**src/hw/ebc_defines.vh**
```
// constants for the external memory bus control block
// assumes a single 100 MHz core clock and an AXI4-Lite register port
//
// What this block does
// 28 pins on four general ports: three address/data, one strobe
// twenty lines; lines 0-15 carry address or data, 16-19 address only
// eight strobes: latch, oe, two writes, byte bit, chip, two byte enables
// data width 8 or 16 bits; address width 8, 12, 16 or 20 bits
// in single-chip mode the control register ignores every write
// bus-disable bit clear keeps the bus on and port functions off
// bus-disable bit set gives pins to ports except during external accesses
// bus-disable bit resets to zero, bus enabled
// wait field bits 5-4: 11,10,01,00 give 0,1,2,3 instruction cycles
// write-mode field bits 1-0 act only with 16-bit data width
// word write outputs both latch bytes, high strobe on the odd byte
// byte select: byte on both halves, high strobe plus one byte enable
// idle bus: lines released, enables and strobes high, latch and bit low
// external-only mode keeps the bus active and ignores the bus-disable bit
// bus-disable set from external code acts once internal code runs
// the bus outranks every other function sharing its pins
// bits 6,3,2 read zero; write mode 00 is byte write with two strobes
// the external memory finishes within base cycle plus inserted waits
`ifndef EBC_DEFINES_VH
`define EBC_DEFINES_VH
// ****************************************************************
// register map
// ****************************************************************
`define EBC_CTRL_OFS      4'h0
`define EBC_STAT_OFS      4'h4
`define EBC_CTRL_RESET    8'h00
`define EBC_CTRL_WMASK    8'hb3
`define EBC_DIS_BIT       7
`define EBC_WAIT_HI       5
`define EBC_WAIT_LO       4
`define EBC_WM_HI         1
`define EBC_WM_LO         0
// ****************************************************************
// program memory modes and address widths
// ****************************************************************
`define EBC_MODE_SINGLE   2'h0
`define EBC_MODE_EXTONLY  2'h1
`define EBC_ADW_8         2'h0
`define EBC_ADW_12        2'h1
`define EBC_ADW_16        2'h2
// ****************************************************************
// timing: one instruction cycle in clocks (10 ns clock, 40 ns cycle)
// ****************************************************************
`define EBC_TCY_NS        40
`define EBC_CLK_NS        10
`define EBC_TCY_CLKS      ((`EBC_TCY_NS + `EBC_CLK_NS - 1) / `EBC_CLK_NS)
// clocks after the data phase before the read byte has crossed the
// pad register and the three-stage input synchroniser
`define EBC_SYNC_WAIT     8'h03
`endif

```
**src/hw/ebc_top.v**
```verilog
// external memory bus control: control register, pin ownership and
// table read/write bus cycles
// assumes core request signals on aclk; bus pins come from outside
`include "ebc_defines.vh"
`default_nettype none
module ebc_top
(
  input  wire        aclk,
  input  wire        aresetn,
  input  wire [3:0]  s_axi_awaddr,
  input  wire        s_axi_awvalid,
  output reg         s_axi_awready,
  input  wire [31:0] s_axi_wdata,
  input  wire [3:0]  s_axi_wstrb,
  input  wire        s_axi_wvalid,
  output reg         s_axi_wready,
  output reg  [1:0]  s_axi_bresp,
  output reg         s_axi_bvalid,
  input  wire        s_axi_bready,
  input  wire [3:0]  s_axi_araddr,
  input  wire        s_axi_arvalid,
  output reg         s_axi_arready,
  output reg  [31:0] s_axi_rdata,
  output reg  [1:0]  s_axi_rresp,
  output reg         s_axi_rvalid,
  input  wire        s_axi_rready,
  input  wire [1:0]  prog_mode,
  input  wire        data_width_16,
  input  wire [1:0]  addr_width,
  input  wire        core_exec_ext,
  input  wire        req_valid,
  input  wire        req_write,
  input  wire [20:0] req_addr,
  input  wire [7:0]  table_latch,
  output reg         req_done,
  output reg         req_err,
  output reg  [7:0]  req_rdata,
  input  wire [15:0] gp_ad_o,
  input  wire [15:0] gp_ad_oe,
  input  wire [3:0]  gp_hi_o,
  input  wire [3:0]  gp_hi_oe,
  input  wire [7:0]  gp_ctl_o,
  input  wire [7:0]  gp_ctl_oe,
  input  wire [15:0] pin_ad_i,
  output reg  [15:0] pin_ad_o,
  output reg  [15:0] pin_ad_oe,
  output reg  [3:0]  pin_hi_o,
  output reg  [3:0]  pin_hi_oe,
  output reg  [7:0]  pin_ctl_o,
  output reg  [7:0]  pin_ctl_oe
);

  localparam [1:0] S_IDLE = 2'h0;
  localparam [1:0] S_ADDR = 2'h1;
  localparam [1:0] S_DATA = 2'h2;
  localparam [1:0] S_END  = 2'h3;
  localparam integer TCY_I  = `EBC_TCY_CLKS;
  localparam [7:0] TCY    = TCY_I[7:0];

  // ****************************************************************
  // control register and AXI4-Lite slave
  // ****************************************************************
  reg  [7:0]  ctrl_q;
  reg         dis_eff_q;
  reg  [1:0]  state_q;
  reg  [7:0]  cnt_q;
  wire        wsel   = (s_axi_awaddr == `EBC_CTRL_OFS);
  wire        wmap   = wsel || (s_axi_awaddr == `EBC_STAT_OFS);
  wire        rmap_c = (s_axi_araddr == `EBC_CTRL_OFS);
  wire        rmap_s = (s_axi_araddr == `EBC_STAT_OFS);
  wire        single = (prog_mode == `EBC_MODE_SINGLE);
  wire        extonly = (prog_mode == `EBC_MODE_EXTONLY);
  wire        wtake  = s_axi_awready && s_axi_awvalid && s_axi_wvalid;
  wire        rtake  = s_axi_arready && s_axi_arvalid;
  wire        bus_active;
  reg  [7:0]  rd_byte_q;

  // write channel: both address and data taken in the same cycle
  always @(posedge aclk)
  begin
    if (!aresetn)
    begin
      s_axi_awready <= 1'b0;
      s_axi_wready  <= 1'b0;
      s_axi_bvalid  <= 1'b0;
      s_axi_bresp   <= 2'h0;
      ctrl_q        <= `EBC_CTRL_RESET;
    end
    else
    begin
      s_axi_awready <= !s_axi_awready && !s_axi_bvalid &&
                       s_axi_awvalid && s_axi_wvalid;
      s_axi_wready  <= !s_axi_awready && !s_axi_bvalid &&
                       s_axi_awvalid && s_axi_wvalid;
      if (wtake)
      begin
        s_axi_bvalid <= 1'b1;
        s_axi_bresp  <= wmap ? 2'h0 : 2'h2;
        // reserved bits masked; single-chip mode blocks writes
        if (wsel && s_axi_wstrb[0] && !single)
          ctrl_q <= s_axi_wdata[7:0] & `EBC_CTRL_WMASK;
      end
      else if (s_axi_bready)
        s_axi_bvalid <= 1'b0;
    end
  end

  // read channel: control register and status word
  always @(posedge aclk)
  begin
    if (!aresetn)
    begin
      s_axi_arready <= 1'b0;
      s_axi_rvalid  <= 1'b0;
      s_axi_rdata   <= 32'h00000000;
      s_axi_rresp   <= 2'h0;
    end
    else
    begin
      s_axi_arready <= !s_axi_arready && !s_axi_rvalid && s_axi_arvalid;
      if (rtake)
      begin
        s_axi_rvalid <= 1'b1;
        s_axi_rresp  <= (rmap_c || rmap_s) ? 2'h0 : 2'h2;
        if (rmap_c)
          s_axi_rdata <= {24'h000000, ctrl_q};
        else if (rmap_s)
          s_axi_rdata <= {16'h0000, rd_byte_q, 3'h0, dis_eff_q,
                          state_q, bus_active, (state_q != S_IDLE)};
        else
          s_axi_rdata <= 32'h00000000;
      end
      else if (s_axi_rready)
        s_axi_rvalid <= 1'b0;
    end
  end

  // ****************************************************************
  // pin ownership
  // ****************************************************************
  // disable bit takes effect only while running from internal memory
  always @(posedge aclk)
  begin
    if (!aresetn)
      dis_eff_q <= 1'b0;
    else if (!core_exec_ext)
      dis_eff_q <= ctrl_q[`EBC_DIS_BIT];
  end

  assign bus_active = extonly ||
                      (!single && (!dis_eff_q || core_exec_ext ||
                                   (state_q != S_IDLE)));

  // number of address lines in use for the chosen address width
  reg  [4:0]  addr_bits;
  always @*
  begin
    case (addr_width)
      `EBC_ADW_8:  addr_bits = 5'd8;
      `EBC_ADW_12: addr_bits = 5'd12;
      `EBC_ADW_16: addr_bits = 5'd16;
      default:     addr_bits = 5'd20;
    endcase
  end

  // ****************************************************************
  // pin input synchroniser: three stages, change when 2 and 3 agree
  // ****************************************************************
  reg  [15:0] ad_s1_q;
  reg  [15:0] ad_s2_q;
  reg  [15:0] ad_s3_q;
  reg  [15:0] ad_in_q;
  always @(posedge aclk)
  begin
    if (!aresetn)
    begin
      ad_s1_q <= 16'h0000;
      ad_s2_q <= 16'h0000;
      ad_s3_q <= 16'h0000;
      ad_in_q <= 16'h0000;
    end
    else
    begin
      ad_s1_q <= pin_ad_i;
      ad_s2_q <= ad_s1_q;
      ad_s3_q <= ad_s2_q;
      if (ad_s2_q == ad_s3_q)
        ad_in_q <= ad_s3_q;
    end
  end

  // ****************************************************************
  // table access sequencer
  // ****************************************************************
  reg         wr_q;
  reg  [20:0] addr_q;
  reg  [7:0]  byte_q;
  reg  [7:0]  even_q;
  wire [1:0]  wm     = ctrl_q[`EBC_WM_HI:`EBC_WM_LO];
  wire [1:0]  waitf  = ctrl_q[`EBC_WAIT_HI:`EBC_WAIT_LO];
  wire [7:0]  data_len = TCY + TCY * {6'h00, ~waitf};
  // word-mode even byte only loads the holding latch
  wire        hold_only = req_write && data_width_16 &&
                          wm[1] && !req_addr[0];

  always @(posedge aclk)
  begin
    if (!aresetn)
    begin
      state_q   <= S_IDLE;
      cnt_q     <= 8'h00;
      wr_q      <= 1'b0;
      addr_q    <= 21'h000000;
      byte_q    <= 8'h00;
      even_q    <= 8'h00;
      rd_byte_q <= 8'h00;
      req_done  <= 1'b0;
      req_err   <= 1'b0;
      req_rdata <= 8'h00;
    end
    else
    begin
      req_done <= 1'b0;
      req_err  <= 1'b0;
      case (state_q)
        S_IDLE:
        begin
          if (req_valid && !req_done)
          begin
            if (single)
            begin
              req_done <= 1'b1;
              req_err  <= 1'b1;
            end
            else if (hold_only)
            begin
              even_q   <= table_latch;
              req_done <= 1'b1;
            end
            else
            begin
              wr_q    <= req_write;
              addr_q  <= req_addr;
              byte_q  <= table_latch;
              cnt_q   <= TCY - 8'h01;
              state_q <= S_ADDR;
            end
          end
        end
        S_ADDR:
        begin
          if (cnt_q == 8'h00)
          begin
            cnt_q   <= data_len - 8'h01;
            state_q <= S_DATA;
          end
          else
            cnt_q <= cnt_q - 8'h01;
        end
        S_DATA:
        begin
          // memory answers within the wait-extended data phase
          if (cnt_q == 8'h00)
          begin
            cnt_q   <= `EBC_SYNC_WAIT;
            state_q <= S_END;
          end
          else
            cnt_q <= cnt_q - 8'h01;
        end
        S_END:
        begin
          // wait out pad lag and synchroniser so even zero-wait reads
          // take the byte the memory drove, not the released lines
          if (cnt_q == 8'h00)
          begin
            if (!wr_q)
            begin
              rd_byte_q <= (data_width_16 && addr_q[0]) ?
                           ad_in_q[15:8] : ad_in_q[7:0];
              req_rdata <= (data_width_16 && addr_q[0]) ?
                           ad_in_q[15:8] : ad_in_q[7:0];
            end
            req_done <= 1'b1;
            state_q  <= S_IDLE;
          end
          else
            cnt_q <= cnt_q - 8'h01;
        end
        default:
          state_q <= S_IDLE;
      endcase
    end
  end

  // ****************************************************************
  // bus pin values per phase
  // ****************************************************************
  // ctl bits: 0 latch, 1 oe_n, 2 wrl_n, 3 wrh_n, 4 ba0, 5 ce_n,
  // 6 lb_n, 7 ub_n
  reg  [15:0] bus_ad;
  reg         bus_ad_en;
  reg  [7:0]  bus_ctl;
  always @*
  begin
    bus_ad    = addr_q[16:1];
    bus_ad_en = 1'b0;
    bus_ctl   = 8'hee;
    case (state_q)
      S_ADDR:
      begin
        bus_ad_en = 1'b1;
        bus_ctl   = {3'h7, addr_q[0], 3'h7, 1'b1};
      end
      S_DATA:
      begin
        bus_ctl[5] = 1'b0;
        bus_ctl[4] = addr_q[0];
        if (!wr_q)
        begin
          bus_ctl[1] = 1'b0;
          bus_ctl[7] = 1'b0;
          bus_ctl[6] = 1'b0;
        end
        else if (!data_width_16)
        begin
          bus_ad_en  = 1'b1;
          bus_ad     = {8'h00, byte_q};
          bus_ctl[2] = 1'b0;
        end
        else if (wm[1])
        begin
          bus_ad_en  = 1'b1;
          bus_ad     = {byte_q, even_q};
          bus_ctl[3] = 1'b0;
          bus_ctl[7] = 1'b0;
          bus_ctl[6] = 1'b0;
        end
        else if (wm[0])
        begin
          bus_ad_en  = 1'b1;
          bus_ad     = {byte_q, byte_q};
          bus_ctl[3] = 1'b0;
          bus_ctl[7] = !addr_q[0];
          bus_ctl[6] = addr_q[0];
        end
        else
        begin
          bus_ad_en  = 1'b1;
          bus_ad     = {byte_q, byte_q};
          bus_ctl[3] = !addr_q[0];
          bus_ctl[2] = addr_q[0];
        end
      end
      default:
        bus_ctl = 8'hee;
    endcase
  end

  // ****************************************************************
  // pin multiplexers: the bus outranks ports and peripherals
  // ****************************************************************
  genvar gi;
  generate
    for (gi = 0; gi < 16; gi = gi + 1)
    begin : g_ad
      always @(posedge aclk)
      begin
        if (!aresetn)
        begin
          pin_ad_o[gi]  <= 1'b0;
          pin_ad_oe[gi] <= 1'b0;
        end
        else if (bus_active && (gi < addr_bits))
        begin
          pin_ad_o[gi]  <= bus_ad[gi];
          pin_ad_oe[gi] <= bus_ad_en;
        end
        else
        begin
          pin_ad_o[gi]  <= gp_ad_o[gi];
          pin_ad_oe[gi] <= gp_ad_oe[gi];
        end
      end
    end
    for (gi = 0; gi < 4; gi = gi + 1)
    begin : g_hi
      always @(posedge aclk)
      begin
        if (!aresetn)
        begin
          pin_hi_o[gi]  <= 1'b0;
          pin_hi_oe[gi] <= 1'b0;
        end
        else if (bus_active && (addr_bits == 5'd20))
        begin
          pin_hi_o[gi]  <= addr_q[17 + gi];
          pin_hi_oe[gi] <= (state_q != S_IDLE);
        end
        else
        begin
          pin_hi_o[gi]  <= gp_hi_o[gi];
          pin_hi_oe[gi] <= gp_hi_oe[gi];
        end
      end
    end
  endgenerate

  // control strobes: always driven while the bus owns the pins
  always @(posedge aclk)
  begin
    if (!aresetn)
    begin
      pin_ctl_o  <= 8'hee;
      pin_ctl_oe <= 8'hff;
    end
    else if (bus_active)
    begin
      pin_ctl_o  <= bus_ctl;
      pin_ctl_oe <= 8'hff;
    end
    else
    begin
      pin_ctl_o  <= gp_ctl_o;
      pin_ctl_oe <= gp_ctl_oe;
    end
  end

endmodule
`default_nettype wire

```
**config.mk**
```make
export PLATFORM = sky130hd
export DESIGN_NAME = ebc_top
export DESIGN_NICKNAME = d
export VERILOG_FILES = /design/src/hw/ebc_top.v
export VERILOG_INCLUDE_DIRS = /design/src /design/src/hw
export SDC_FILE = /design/constraint.sdc
export NUM_CORES = 1
export LEC_CHECK = 0
export BUFFER_PORTS_ARGS = -buffer_cell sky130_fd_sc_hd__buf_4
export CAP_MARGIN = 20
export CORE_UTILIZATION = 45
export CTS_CLUSTER_DIAMETER = 50
export DETAILED_ROUTE_END_ITERATION = 10
export PLACE_DENSITY = 0.75
export SKIP_LAST_GASP = 1
export SYNTH_ARGS = -nofsm -noshare
export SYNTH_HDL_FRONTEND = slang
export SYNTH_SLANG_ARGS = --single-unit
```
**constraint.sdc**
```tcl
create_clock -name aclk -period 2 [get_ports aclk]
set_clock_uncertainty 0.05 [all_clocks]
set_input_delay 0 -clock aclk [delete_from_list [all_inputs] [get_ports aclk]]
set_output_delay 0 -clock aclk [all_outputs]
set_load 0.05 [all_outputs]
```
* Yosys cells after proc, flatten, opt, wreduce, memory -nomap -nowiden
Cells that the tools add are included.
Storage, ports and cells: input port bits 160, register bits 224, output and inout port bits 107
Cells by class: mux-type cells 90, eq/ne operators 17, reductions and logical operators 64, magnitude comparators 16, add/sub/neg operators 3, bitwise operators 5
Operator list (number):
- $mux W16 | 5
- $mux W8 | 9
- $mux W1 | 57
- $lt A4 B5 Y1 const A | 8
- $logic_and A1 B1 Y1 | 33
- $pmux W8 S4 | 1
- $mux W2 | 13
- $lt A3 B5 Y1 const A | 4
- $eq A16 B16 Y1 | 1
- $pmux W5 S3 | 1
- $ne A2 B2 Y1 const B | 7
- $pmux W7 S2 | 1
- $reduce_and A4 Y1 | 3
- $lt A1 B5 Y1 const A | 2
- $lt A2 B5 Y1 const A | 2
- $logic_not A1 Y1 | 9
- $eq A4 B3 Y1 const B | 2
- $logic_not A4 Y1 | 2
- $logic_not A8 Y1 | 1
- $pmux W2 S4 | 1
- $sub A8 B1 Y8 const B | 1
- $eq A2 B1 Y1 const B | 3
- $eq A2 B2 Y1 const B | 3
- $logic_not A2 Y1 | 3
- other kinds (12) | 23

* Logic depth before layout (Yosys ltp)
Gate-level depths: netlist of the first run.
depth in word-level cells 7, mapped depth 10, gate-level depth less buffers 7

* Worst setup path after synthesis of the first run
OpenSTA, ideal clock, no wires.
path kind reg2reg, start register cnt_q[3], end register rd_byte_q[5], path buffers 2, required time 1.862 ns, stages on the path, launching flop included 8, setup time 0.088 ns, setup slack -0.179 ns, arrival 2.041 ns, period minus slack after synthesis 2.179 ns, cell sequence dfxtp_1 > or4_4 > or3_1 > buf_6 > nor3_4 > buf_6 > nor2_1 > a311oi_2
Between the ends: longest elaborated chain between the ends 2
RTL lines:
- start, declared | line ebc_top.v:66 | reg [7:0] cnt_q;
- start signal, assigned | line ebc_top.v:245 | cnt_q <= TCY - 8'h01;
- start signal, assigned | line ebc_top.v:254 | cnt_q <= data_len - 8'h01;
- start signal, assigned | line ebc_top.v:258 | cnt_q <= cnt_q - 8'h01;
- $logic_not A8 Y1 | line ebc_top.v:275 | if (cnt_q == 8'h00)
- $reduce_and A3 Y1 (no source line)
- end signal, assigned | line ebc_top.v:279 | rd_byte_q <= (data_width_16 && addr_q[0]) ?
- end, declared | line ebc_top.v:76 | reg [7:0] rd_byte_q;
No other way between the ends. A chain may end at the register's enable or synchronous reset.

* Final worst setup path of the first run
start register cnt_q[3], end register cnt_q[7]
Between the ends: longest elaborated chain between the ends 3, elaborated cells between the ends (all ways) 8
RTL lines (line):
- $sub A8 B1 Y8 / $logic_not A8 Y1 (equally long branches)
- $mux W8, or another cell as far along | ebc_top.v:275
- $pmux W8 S4 / $reduce_and A4 Y1 (equally long branches)
Parallel ways exist; a longest one is shown, timed or not. The select of a mux whose other input is x is not followed.

==> impl_metrics.env, run 1 <==
export IMPL_status="finished, violations left"
export IMPL_violations="negative setup slack"
export IMPL_crit_path_end_kind="flop"
export IMPL_synth_edf_count=0
export IMPL_die_area_mm2=0.0176
export IMPL_setup_violations=10
export IMPL_period_minus_slack_ns=2.08
export IMPL_synthCells=845
export IMPL_fin_crit_sh_pct=104
export IMPL_worst_path_largest_cell_delay_ns=0.52
export IMPL_grt_util_all_layers_pct=26.7
export IMPL_path_clk_slew_ns=0.06
export IMPL_die_height_um=133
export IMPL_grt_first_pass_wirelength_um=38000
export IMPL_ys_seq_area_share_pct=53.3
export IMPL_start_util_pct=46.3
export IMPL_final_common_cell="buf_4"
export IMPL_syn_cell_area_mm2=0.00770
export IMPL_antenna_found_initial=0
export IMPL_max_cap_violations=0
export IMPL_r2r_start="cnt_q[3]"
export IMPL_insertion_delay_ns=0.50
export IMPL_fin_nets=1389
export IMPL_cell_internal_pwr_uw=8700
export IMPL_switching_power_uw=4240
export IMPL_p_per_area_mw_per_mm2=1070
export IMPL_tightest_slew_ns=0.581
export IMPL_required_ns=2.35
export IMPL_avgSynthCellArea_um2=9.11
export IMPL_post_dp_hpwl_um=15000
export IMPL_grt_pass1_vias=7476
export IMPL_finalPower_uw=12900
export IMPL_drt_initial_drc_count=657
export IMPL_fillers=1084
export IMPL_drc=0
export IMPL_crit_start="cnt_q[3]"
export IMPL_rsz0062_at_grt="true"
export IMPL_p_leak_uw=0.00537
export IMPL_cts_root_buf="clkbuf_16"
export IMPL_htree_num_levels=1
export IMPL_cp_arrival_ns=2.43
export IMPL_diodes=0
export IMPL_fin_setup_tns_ns=-0.401
export IMPL_reg2reg_depth=7
export IMPL_vias=7636
export IMPL_hold_path_class="in -> reg"
export IMPL_synth_seq_cells=205
export IMPL_drive_above_1_share_pct=28.1
export IMPL_cp_depth=7
export IMPL_gp_congestion=0.840
export IMPL_final_hold_viol_count=0
export IMPL_first_pass_iters=5
export IMPL_gr_total_overflow=0
export IMPL_slew_violations=0
export IMPL_vias_per_cell=5.24
export IMPL_max_clock_freq_ghz=0.481
export IMPL_coreArea_mm2=0.0166
export IMPL_combPwrFrac_pct=31.3
export IMPL_grt_max_degree=61
export IMPL_start_kind="flop"
export IMPL_post_route_util_pct=72.6
export IMPL_layout_common_cells="buf_4 (255), dfxtp_1 (200), dlygate4sd3_1 (129)"
export IMPL_r2r_end="cnt_q[7]"
export IMPL_reg2reg_setup_slack_ns=-0.08
export IMPL_endpoint="cnt_q[7]"
export IMPL_critical_path_buf_inv_count=2
export IMPL_synth_ff_type="dfxtp_1"
export IMPL_clockBufferDepth=3
export IMPL_ir_worst_vdd_mv=0.738
export IMPL_cp_common_cell="buf_4"
export IMPL_seqPwrFrac_pct=36.2
export IMPL_seq_area_mm2=0.00411
export IMPL_multi_input_area_mm2=0.00343
export IMPL_ant_nets=0
export IMPL_slowest_stage="or4_4"
export IMPL_ys_async_sr_fraction_pct=0
export IMPL_yosysUniqueCellTypes=51
export IMPL_crit_type="reg -> reg"
export IMPL_clock_power_share_pct=32.5
export IMPL_wire_per_inst_um=17.1
export IMPL_fin_ws_ns=-0.0791
export IMPL_relSlewSlack_pct=61.1
export IMPL_io_pins=267
export IMPL_yosysWarnings=0
export IMPL_path_max_fanout=4
export IMPL_crit_family="compound AO/OA/AOI/OAI gates"
export IMPL_cp_cell_sequence="or4_4 > buf_4 > buf_4 > o31ai_1 > a21oi_1 > a22o_1 > a21o_1"
export IMPL_cts_tree="done"
export IMPL_fp_row_count=47
export IMPL_syn_to_final_growth_pct=56.9
export IMPL_swShare_pct=32.8
export IMPL_worstHoldStart="s_axi_awaddr[1]"
export IMPL_cts_buffers=24
export IMPL_die_width_um=133
export IMPL_post_place_ws_ns=-0.115
export IMPL_cts_sinks=205
export IMPL_totalWireLength_um=24900
export IMPL_port_buffers=217
[power by group through the flow]
stage / Clock, uW / Sequential (uW) / Combinational (uW)
after floorplan: 0 / 5280 / 1520
after global routing: 4420 / 4710 / 4290
after detailed placement: 0 / 4730 / 3270
after global placement: 0 / 4720 / 3240
final: 4210 / 4680 / 4060
after CTS: 4260 / 4650 / 3600
[cells in the mapped netlist (2+ instances only)]
master	n	area (um^2)
a2bb2oi_1	2	17.5
or4_1	3	22.5
o21ai_0	6	30.0
buf_6	2	22.5
a22oi_1	12	90.1
o211ai_1	3	22.5
ha_1	7	87.6
nor2_1	108	405
buf_4	20	150
nand4_1	3	18.8
and3_1	3	18.8
a211oi_1	4	30.0
and2_1	50	313
nor4_1	6	37.5
nor3_1	9	45.0
a311oi_1	22	193
or3_1	10	62.6
nand2b_1	6	37.5
xor2_1	16	140
inv_1	9	33.8
a311oi_2	2	30.0
nand4b_1	3	26.3
a21oi_1	72	360
buf_1	3	11.3
nand3_1	41	205
a22o_1	2	17.5
dfxtp_1	205	4100
clkbuf_1	42	158
o31ai_1	3	22.5
a21o_1	11	82.6
mux2i_1	33	330
nand2_1	107	402
or2_2	2	12.5
[worst min path at each step]
stage | end | slack, ns | cells after the start
2_1_floorplan | pin_ctl_oe[0] | 0.05 | 1
3_3_place_gp | pin_ctl_oe[0] | 0.14 | 2
3_5_place_dp | pin_ctl_oe[5] | 0.14 | 2
4_1_cts | ctrl_q[1] | 0.007 | 5
5_1_grt | ctrl_q[1] | 0.05 | 5
6_report | ctrl_q[1] | 0.03 | 5
[sequential cells by signal (all words and copies together), names as in the netlist, 15 cells and up]
name / count
pin_ad_oe: 16
pin_ad_o: 16
addr_q: 21
ad_s2_q: 16
ad_s3_q: 16
ad_in_q: 16
ad_s1_q: 16
s_axi_rdata: 15
[layout make-up]
class | instances | area share (%)
sequential | 205 | 34.0
tap | 220 | 2.28
clock inverter | 9 | 0.777
inverter | 10 | 0.332
clock buffer | 31 | 5.53
timing repair buffer | 400 | 28.7
multi-input combinational | 581 | 28.4
[logic make-up after synthesis]
logic type      synth area share, %
compound gates                 12.4
xor+xnor                       1.93
fa+ha+maj                      1.14
buf+inv                        4.92
flops                          53.3
mux                            4.44
other cells                  0.0487
simple gates                   21.9
[through the flow]
stage	area (um^2)	cells	hold WS (ns)
2_1_floorplan	7780	863	0.0523
5_1_grt	12100	1456	0.0532
3_5_place_dp	9740	1277	0.139
6_report	12100	1456	0.0341
4_1_cts	11900	1452	0.00710
3_3_place_gp	9740	1277	0.139
[worst reg2reg max path, stage by stage, from the launching register on]
cell	delay [ns]
dfxtp_2	0.32
or4_4	0.52
buf_4	0.15
buf_4	0.13
o31ai_1	0.23
a21oi_1	0.18
a22o_1	0.23
a21o_1	0.17
[metal layers]
metal / part of all wire, % / wire length (um) / vias up / GRT usage, %
li1: - / - / 3611 / -
met2: 47 / 11800 / 389 / 45.9
met3: 7.0 / 1730 / 92 / 4.52
met1: 41 / 10200 / 3544 / 32.5
met5: 0 / 0 / - / 0
met4: 4.8 / 1190 / 0 / 12.5
[repair_timing]
action                     in CTS  in global routing
pin swaps                       8                 10
gates resized for setup        11                 34
hold buffers                  131                  0
setup endpoints to repair      29                 96
buffers inserted                4                  3
gates cloned                    0                  2
hold endpoints to repair      131                  0
(Power assumes the default switching activity.)
==> inputs of run 2 (changes only) <==
REMOVE_ABC_BUFFERS = 1   (was not set)
SETUP_SLACK_MARGIN = 0.4   (was not set)
==> run 2 against run 1 <==
  * Critical path type unchanged
  * Fmax shrank 27%
  * Wire length rose by 49%
  * Clock power up 3%
  * Non-clock buffer count is 31 higher
  * The flow still finishes with violations (negative setup slack)
  * Register-to-register slack worse by 0.76 ns
  * First-iteration DRC count rose by 51%
==> impl_metrics.env, run 2 (synthesized netlist as in run 1, its figures left out) <==
export IMPL_die_area_mm2=0.0176
export IMPL_fp_row_count=47
export IMPL_post_dp_hpwl_um=14600
export IMPL_vias_per_cell=5.90
export IMPL_wire_per_inst_um=24.9
export IMPL_cp_arrival_ns=3.12
export IMPL_period_minus_slack_ns=2.84
export IMPL_rsz0062_at_grt="true"
export IMPL_coreArea_mm2=0.0166
export IMPL_max_clock_freq_ghz=0.352
export IMPL_worst_path_largest_cell_delay_ns=0.61
export IMPL_grt_util_all_layers_pct=32.2
export IMPL_gp_congestion=0.894
export IMPL_drt_initial_drc_count=993
export IMPL_drc=0
export IMPL_tightest_slew_ns=0.783
export IMPL_grt_max_degree=65
export IMPL_antenna_found_initial=4
export IMPL_crit_type="reg -> reg"
export IMPL_gr_total_overflow=0
export IMPL_finalPower_uw=14700
export IMPL_fillers=891
export IMPL_vias=8800
export IMPL_p_leak_uw=0.00593
export IMPL_insertion_delay_ns=0.52
export IMPL_final_area_mm2=0.0134
export IMPL_status="finished, violations left"
export IMPL_fin_crit_sh_pct=142
export IMPL_required_ns=2.28
export IMPL_cts_sinks=205
export IMPL_crit_path_end_kind="flop"
export IMPL_final_common_cell="buf_4"
export IMPL_syn_to_final_growth_pct=73.9
export IMPL_htree_num_levels=1
export IMPL_slew_violations=0
export IMPL_grt_first_pass_wirelength_um=44400
export IMPL_violations="negative setup slack"
export IMPL_totalWireLength_um=37100
export IMPL_path_clk_slew_ns=0.07
export IMPL_drive_above_1_share_pct=41.1
export IMPL_clockBufferDepth=3
export IMPL_finalNonFillerCells=1492
export IMPL_largest_reg_flops=21
export IMPL_io_pins=267
export IMPL_cts_buffers=25
export IMPL_die_height_um=133
export IMPL_cp_cell_sequence="inv_2 > ha_4 > buf_6 > nand4b_1 > buf_4 > buf_6 > and3_4 > nor2_1 > a311oi_2"
export IMPL_post_place_cells=1283
export IMPL_max_cap_violations=0
export IMPL_die_width_um=133
export IMPL_slowest_stage="nor2_1"
export IMPL_cp_common_cell="buf_6"
export IMPL_cts_root_buf="clkbuf_16"
export IMPL_fin_nets=1422
export IMPL_cts_tree="done"
export IMPL_holdWs_ns=0.0771
export IMPL_post_place_ws_ns=-0.0657
export IMPL_path_max_fanout=6
export IMPL_port_buffers=217
export IMPL_final_hold_viol_count=0
export IMPL_start_util_pct=46.3
export IMPL_grt_pass1_vias=8385
export IMPL_first_pass_iters=6
export IMPL_p_per_area_mw_per_mm2=1100
export IMPL_ant_nets=0
export IMPL_relSlewSlack_pct=47.6
export IMPL_ir_worst_vdd_mv=0.675
export IMPL_crit_family="simple AND/OR/NAND/NOR gates"
export IMPL_fin_ws_ns=-0.842
export IMPL_start_kind="flop"
export IMPL_setup_violations=68
export IMPL_critical_path_buf_inv_count=4
export IMPL_place_area_mm2=0.00978
export IMPL_layout_common_cells="buf_4 (268), dfxtp_1 (199), dlygate4sd3_1 (125)"
export IMPL_largest_register="addr_q"
export IMPL_hold_path_class="in -> reg"
## run 2: tightest hold or removal path, delay by kind of cell
kind            cells  cell delay (ns)
simple gates        1             0.13
buf+inv             2             0.39
compound gates      1             0.08
## run 2: cell type report
type / instances / area, um^2 / area share [%]
multi-input cells: 582 / 4270 / 31.9
flip-flops and latches: 205 / 4110 / 30.7
clock buffers: 32 / 692 / 5.17
repair buffers: 431 / 3930 / 29.3
diodes: 3 / 7.51 / 0.0561
well taps: 220 / 275 / 2.06
inverters: 10 / 42.5 / 0.318
clock inverters: 9 / 66.3 / 0.495
## run 2: routing by layer
layer | GRT usage, % | share of wire [%]
met4 | 22.2 | 10
met5 | 0 | 0.062
met3 | 7.89 | 12
met2 | 56.1 | 46
met1 | 34.2 | 33
## run 2: report_power, final
part | internal [uW] | leakage (uW) | total, uW | switching (uW)
combinational | 2410 | 0.00388 | 5650 | 3240
sequential | 4460 | 0.00168 | 4760 | 302
clock | 2450 | 0.000379 | 4340 | 1890
## run 2: worst paths after layout
| check | from | end | slack, ns | cells after the start |
|---|---|---|---|---|
| setup reg to reg | state_q[1] | pin_ad_o[14] | -0.84 | 9 |
| hold / removal | data_width_16 | pin_ad_o[10] | 0.08 | 4 |
| hold reg to reg | ad_s1_q[1] | ad_s2_q[1] | 0.38 | 1 |
| setup / recovery | state_q[1] | pin_ad_o[14] | -0.84 | 9 |
## run 2: timing repair
action,CTS,global route
cloned,9,2
buffers inserted,15,13
hold buffers,126,0
endpoints found under the setup margin,135,138
gates resized for setup,145,130
endpoints found under the hold margin,136,0
pin swaps,80,83
## run 2: metrics by stage
| stage | util, % | setup TNS [ns] |
|---|---|---|
| 2_1_floorplan | - | -71.75 |
| 3_3_place_gp | 58.8 | -0.184 |
| 3_5_place_dp | 58.8 | -0.478 |
| 4_1_cts | 76.4 | -0.165 |
| 5_1_grt | 80.4 | -14.79 |
| 6_report | 80.4 | -11.28 |
==> inputs of run 3 (changes only) <==
CORE_UTILIZATION = 40   (was 45)
PLACE_DENSITY = 0.68   (was 0.75)
==> run 3 against run 2 <==
  * The flow still finishes with violations (negative setup slack)
  * Clock power grew 3%
  * Wire length shrank 21%
  * Non-clock buffer count grew 9
  * Critical endpoint is now pin_ad_o[12]
==> impl_metrics.env, run 3 (synthesized netlist as in run 1, its figures left out) <==
export IMPL_port_buffers=217
export IMPL_post_dp_hpwl_um=14900
export IMPL_fin_nets=1429
export IMPL_cts_sinks=205
export IMPL_final_hold_viol_count=0
export IMPL_worst_path_largest_cell_delay_ns=0.54
export IMPL_period_minus_slack_ns=2.25
export IMPL_start_kind="flop"
export IMPL_status="finished, violations left"
export IMPL_totalWireLength_um=29500
export IMPL_relSlewSlack_pct=55.7
export IMPL_drive_above_1_share_pct=40.5
export IMPL_max_cap_violations=0
export IMPL_slowest_stage="a311oi_2"
export IMPL_first_pass_iters=6
export IMPL_max_clock_freq_ghz=0.445
export IMPL_post_route_util_pct=71.4
export IMPL_critical_path_buf_inv_count=5
export IMPL_crit_path_end_kind="flop"
export IMPL_p_per_area_mw_per_mm2=1080
export IMPL_vias_per_cell=5.40
export IMPL_insertion_delay_ns=0.51
export IMPL_fillers=1155
export IMPL_r2r_start="state_q[1]"
export IMPL_crit_family="buffers and inverters"
export IMPL_tightest_slew_ns=0.662
export IMPL_fin_ws_ns=-0.248
export IMPL_rsz0062_at_grt="true"
export IMPL_post_place_ws_ns=-0.0891
export IMPL_violations="negative setup slack"
export IMPL_setup_violations=3
export IMPL_io_pins=267
export IMPL_largest_reg_flops=21
export IMPL_wire_per_inst_um=19.4
export IMPL_cts_root_buf="clkbuf_16"
export IMPL_ir_worst_vdd_mv=0.831
export IMPL_hold_path_class="in -> reg"
export IMPL_drc=0
export IMPL_path_clk_slew_ns=0.06
export IMPL_crit_type="reg -> reg"
export IMPL_gr_total_overflow=0
export IMPL_fin_setup_tns_ns=-0.281
export IMPL_required_ns=2.29
export IMPL_cp_arrival_ns=2.54
export IMPL_htree_num_levels=1
export IMPL_crit_start="state_q[1]"
export IMPL_p_leak_uw=0.00590
export IMPL_grt_pass1_vias=7808
export IMPL_antenna_found_initial=0
export IMPL_final_common_cell="buf_4"
export IMPL_coreArea_mm2=0.0188
export IMPL_cp_common_cell="buf_6"
export IMPL_layout_common_cells="buf_4 (277), dfxtp_1 (198), dlygate4sd3_1 (127)"
export IMPL_die_width_um=141
export IMPL_cts_buffers=24
export IMPL_slew_violations=0
export IMPL_fin_crit_sh_pct=112
export IMPL_die_area_mm2=0.0198
export IMPL_reg2reg_setup_slack_ns=-0.25
export IMPL_cts_tree="done"
export IMPL_grt_util_all_layers_pct=25.7
export IMPL_drt_initial_drc_count=574
export IMPL_final_area_mm2=0.0134
export IMPL_grt_max_degree=54
export IMPL_ant_nets=0
export IMPL_start_util_pct=41.0
export IMPL_cp_cell_sequence="inv_2 > ha_4 > buf_6 > nand4b_1 > buf_4 > buf_6 > and3_4 > buf_12 > nor2_4 > a311oi_2"
export IMPL_syn_to_final_growth_pct=74.0
export IMPL_grt_first_pass_wirelength_um=40100
export IMPL_fp_row_count=50
export IMPL_place_area_mm2=0.00980
export IMPL_clockBufferDepth=3
export IMPL_vias=8177
export IMPL_gp_congestion=0.862
export IMPL_worstHoldStart="req_valid"
export IMPL_path_max_fanout=6
export IMPL_die_height_um=141
export IMPL_largest_register="addr_q"
run 3: what timing repair did:
action | 4_1_cts | 5_1_grt
pin swaps | 63 | 63
resized for setup | 138 | 121
setup endpoints to repair | 134 | 134
hold buffers | 127 | 0
endpoints found under the hold margin | 136 | 0
gates cloned | 8 | 0
buffers inserted | 29 | 6
run 3: final cells by class:
class	instances	area [um^2]	share of cell area, %
repair buffers	440	3960	29.5
flip-flops and latches	205	4110	30.7
multi-input cells	581	4170	31.1
diodes	1	2.50	0.0187
inverters	10	45.0	0.336
clock inverters	11	126	0.943
clock buffers	33	696	5.19
well taps	234	293	2.19
run 3: layer usage:
layer	global-route usage (%)	part of all wire (%)
met2	47.1	50
met4	14.0	6.1
met1	28.2	37
met5	0	0
met3	4.59	7.4
run 3: where the power goes:
| part | leakage (uW) | switching (uW) | internal, uW |
|---|---|---|---|
| registers | 0.00168 | 229 | 4460 |
| clock network | 0.000404 | 1740 | 2720 |
| logic | 0.00382 | 2880 | 2390 |
| total | 0.00590 | 4850 | 9560 |
run 3: worst reg2reg max path: stages (launching register included):
cell      delay [ns]
dfxtp_2         0.35
inv_2           0.07
ha_4            0.17
buf_6           0.12
nand4b_1        0.14
buf_4           0.14
buf_6           0.10
and3_4          0.22
buf_12          0.15
nor2_4          0.05
a311oi_2        0.54
run 3: worst paths after layout:
| kind | end | cells after the start |
|---|---|---|
| min reg2reg | ad_s2_q[3] | 1 |
| max | pin_ad_o[12] | 10 |
| min | req_err | 3 |
| max reg2reg | pin_ad_o[12] | 10 |
run 3: per-stage QoR:
step	hold slack, ns	std cells	power [uW]
3_3_place_gp	0.135	1300	7970
5_1_grt	0.0298	1514	14900
2_1_floorplan	0.0389	796	6660
4_1_cts	0.00565	1508	13700
6_report	0.0440	1515	14400
3_5_place_dp	0.138	1300	8020
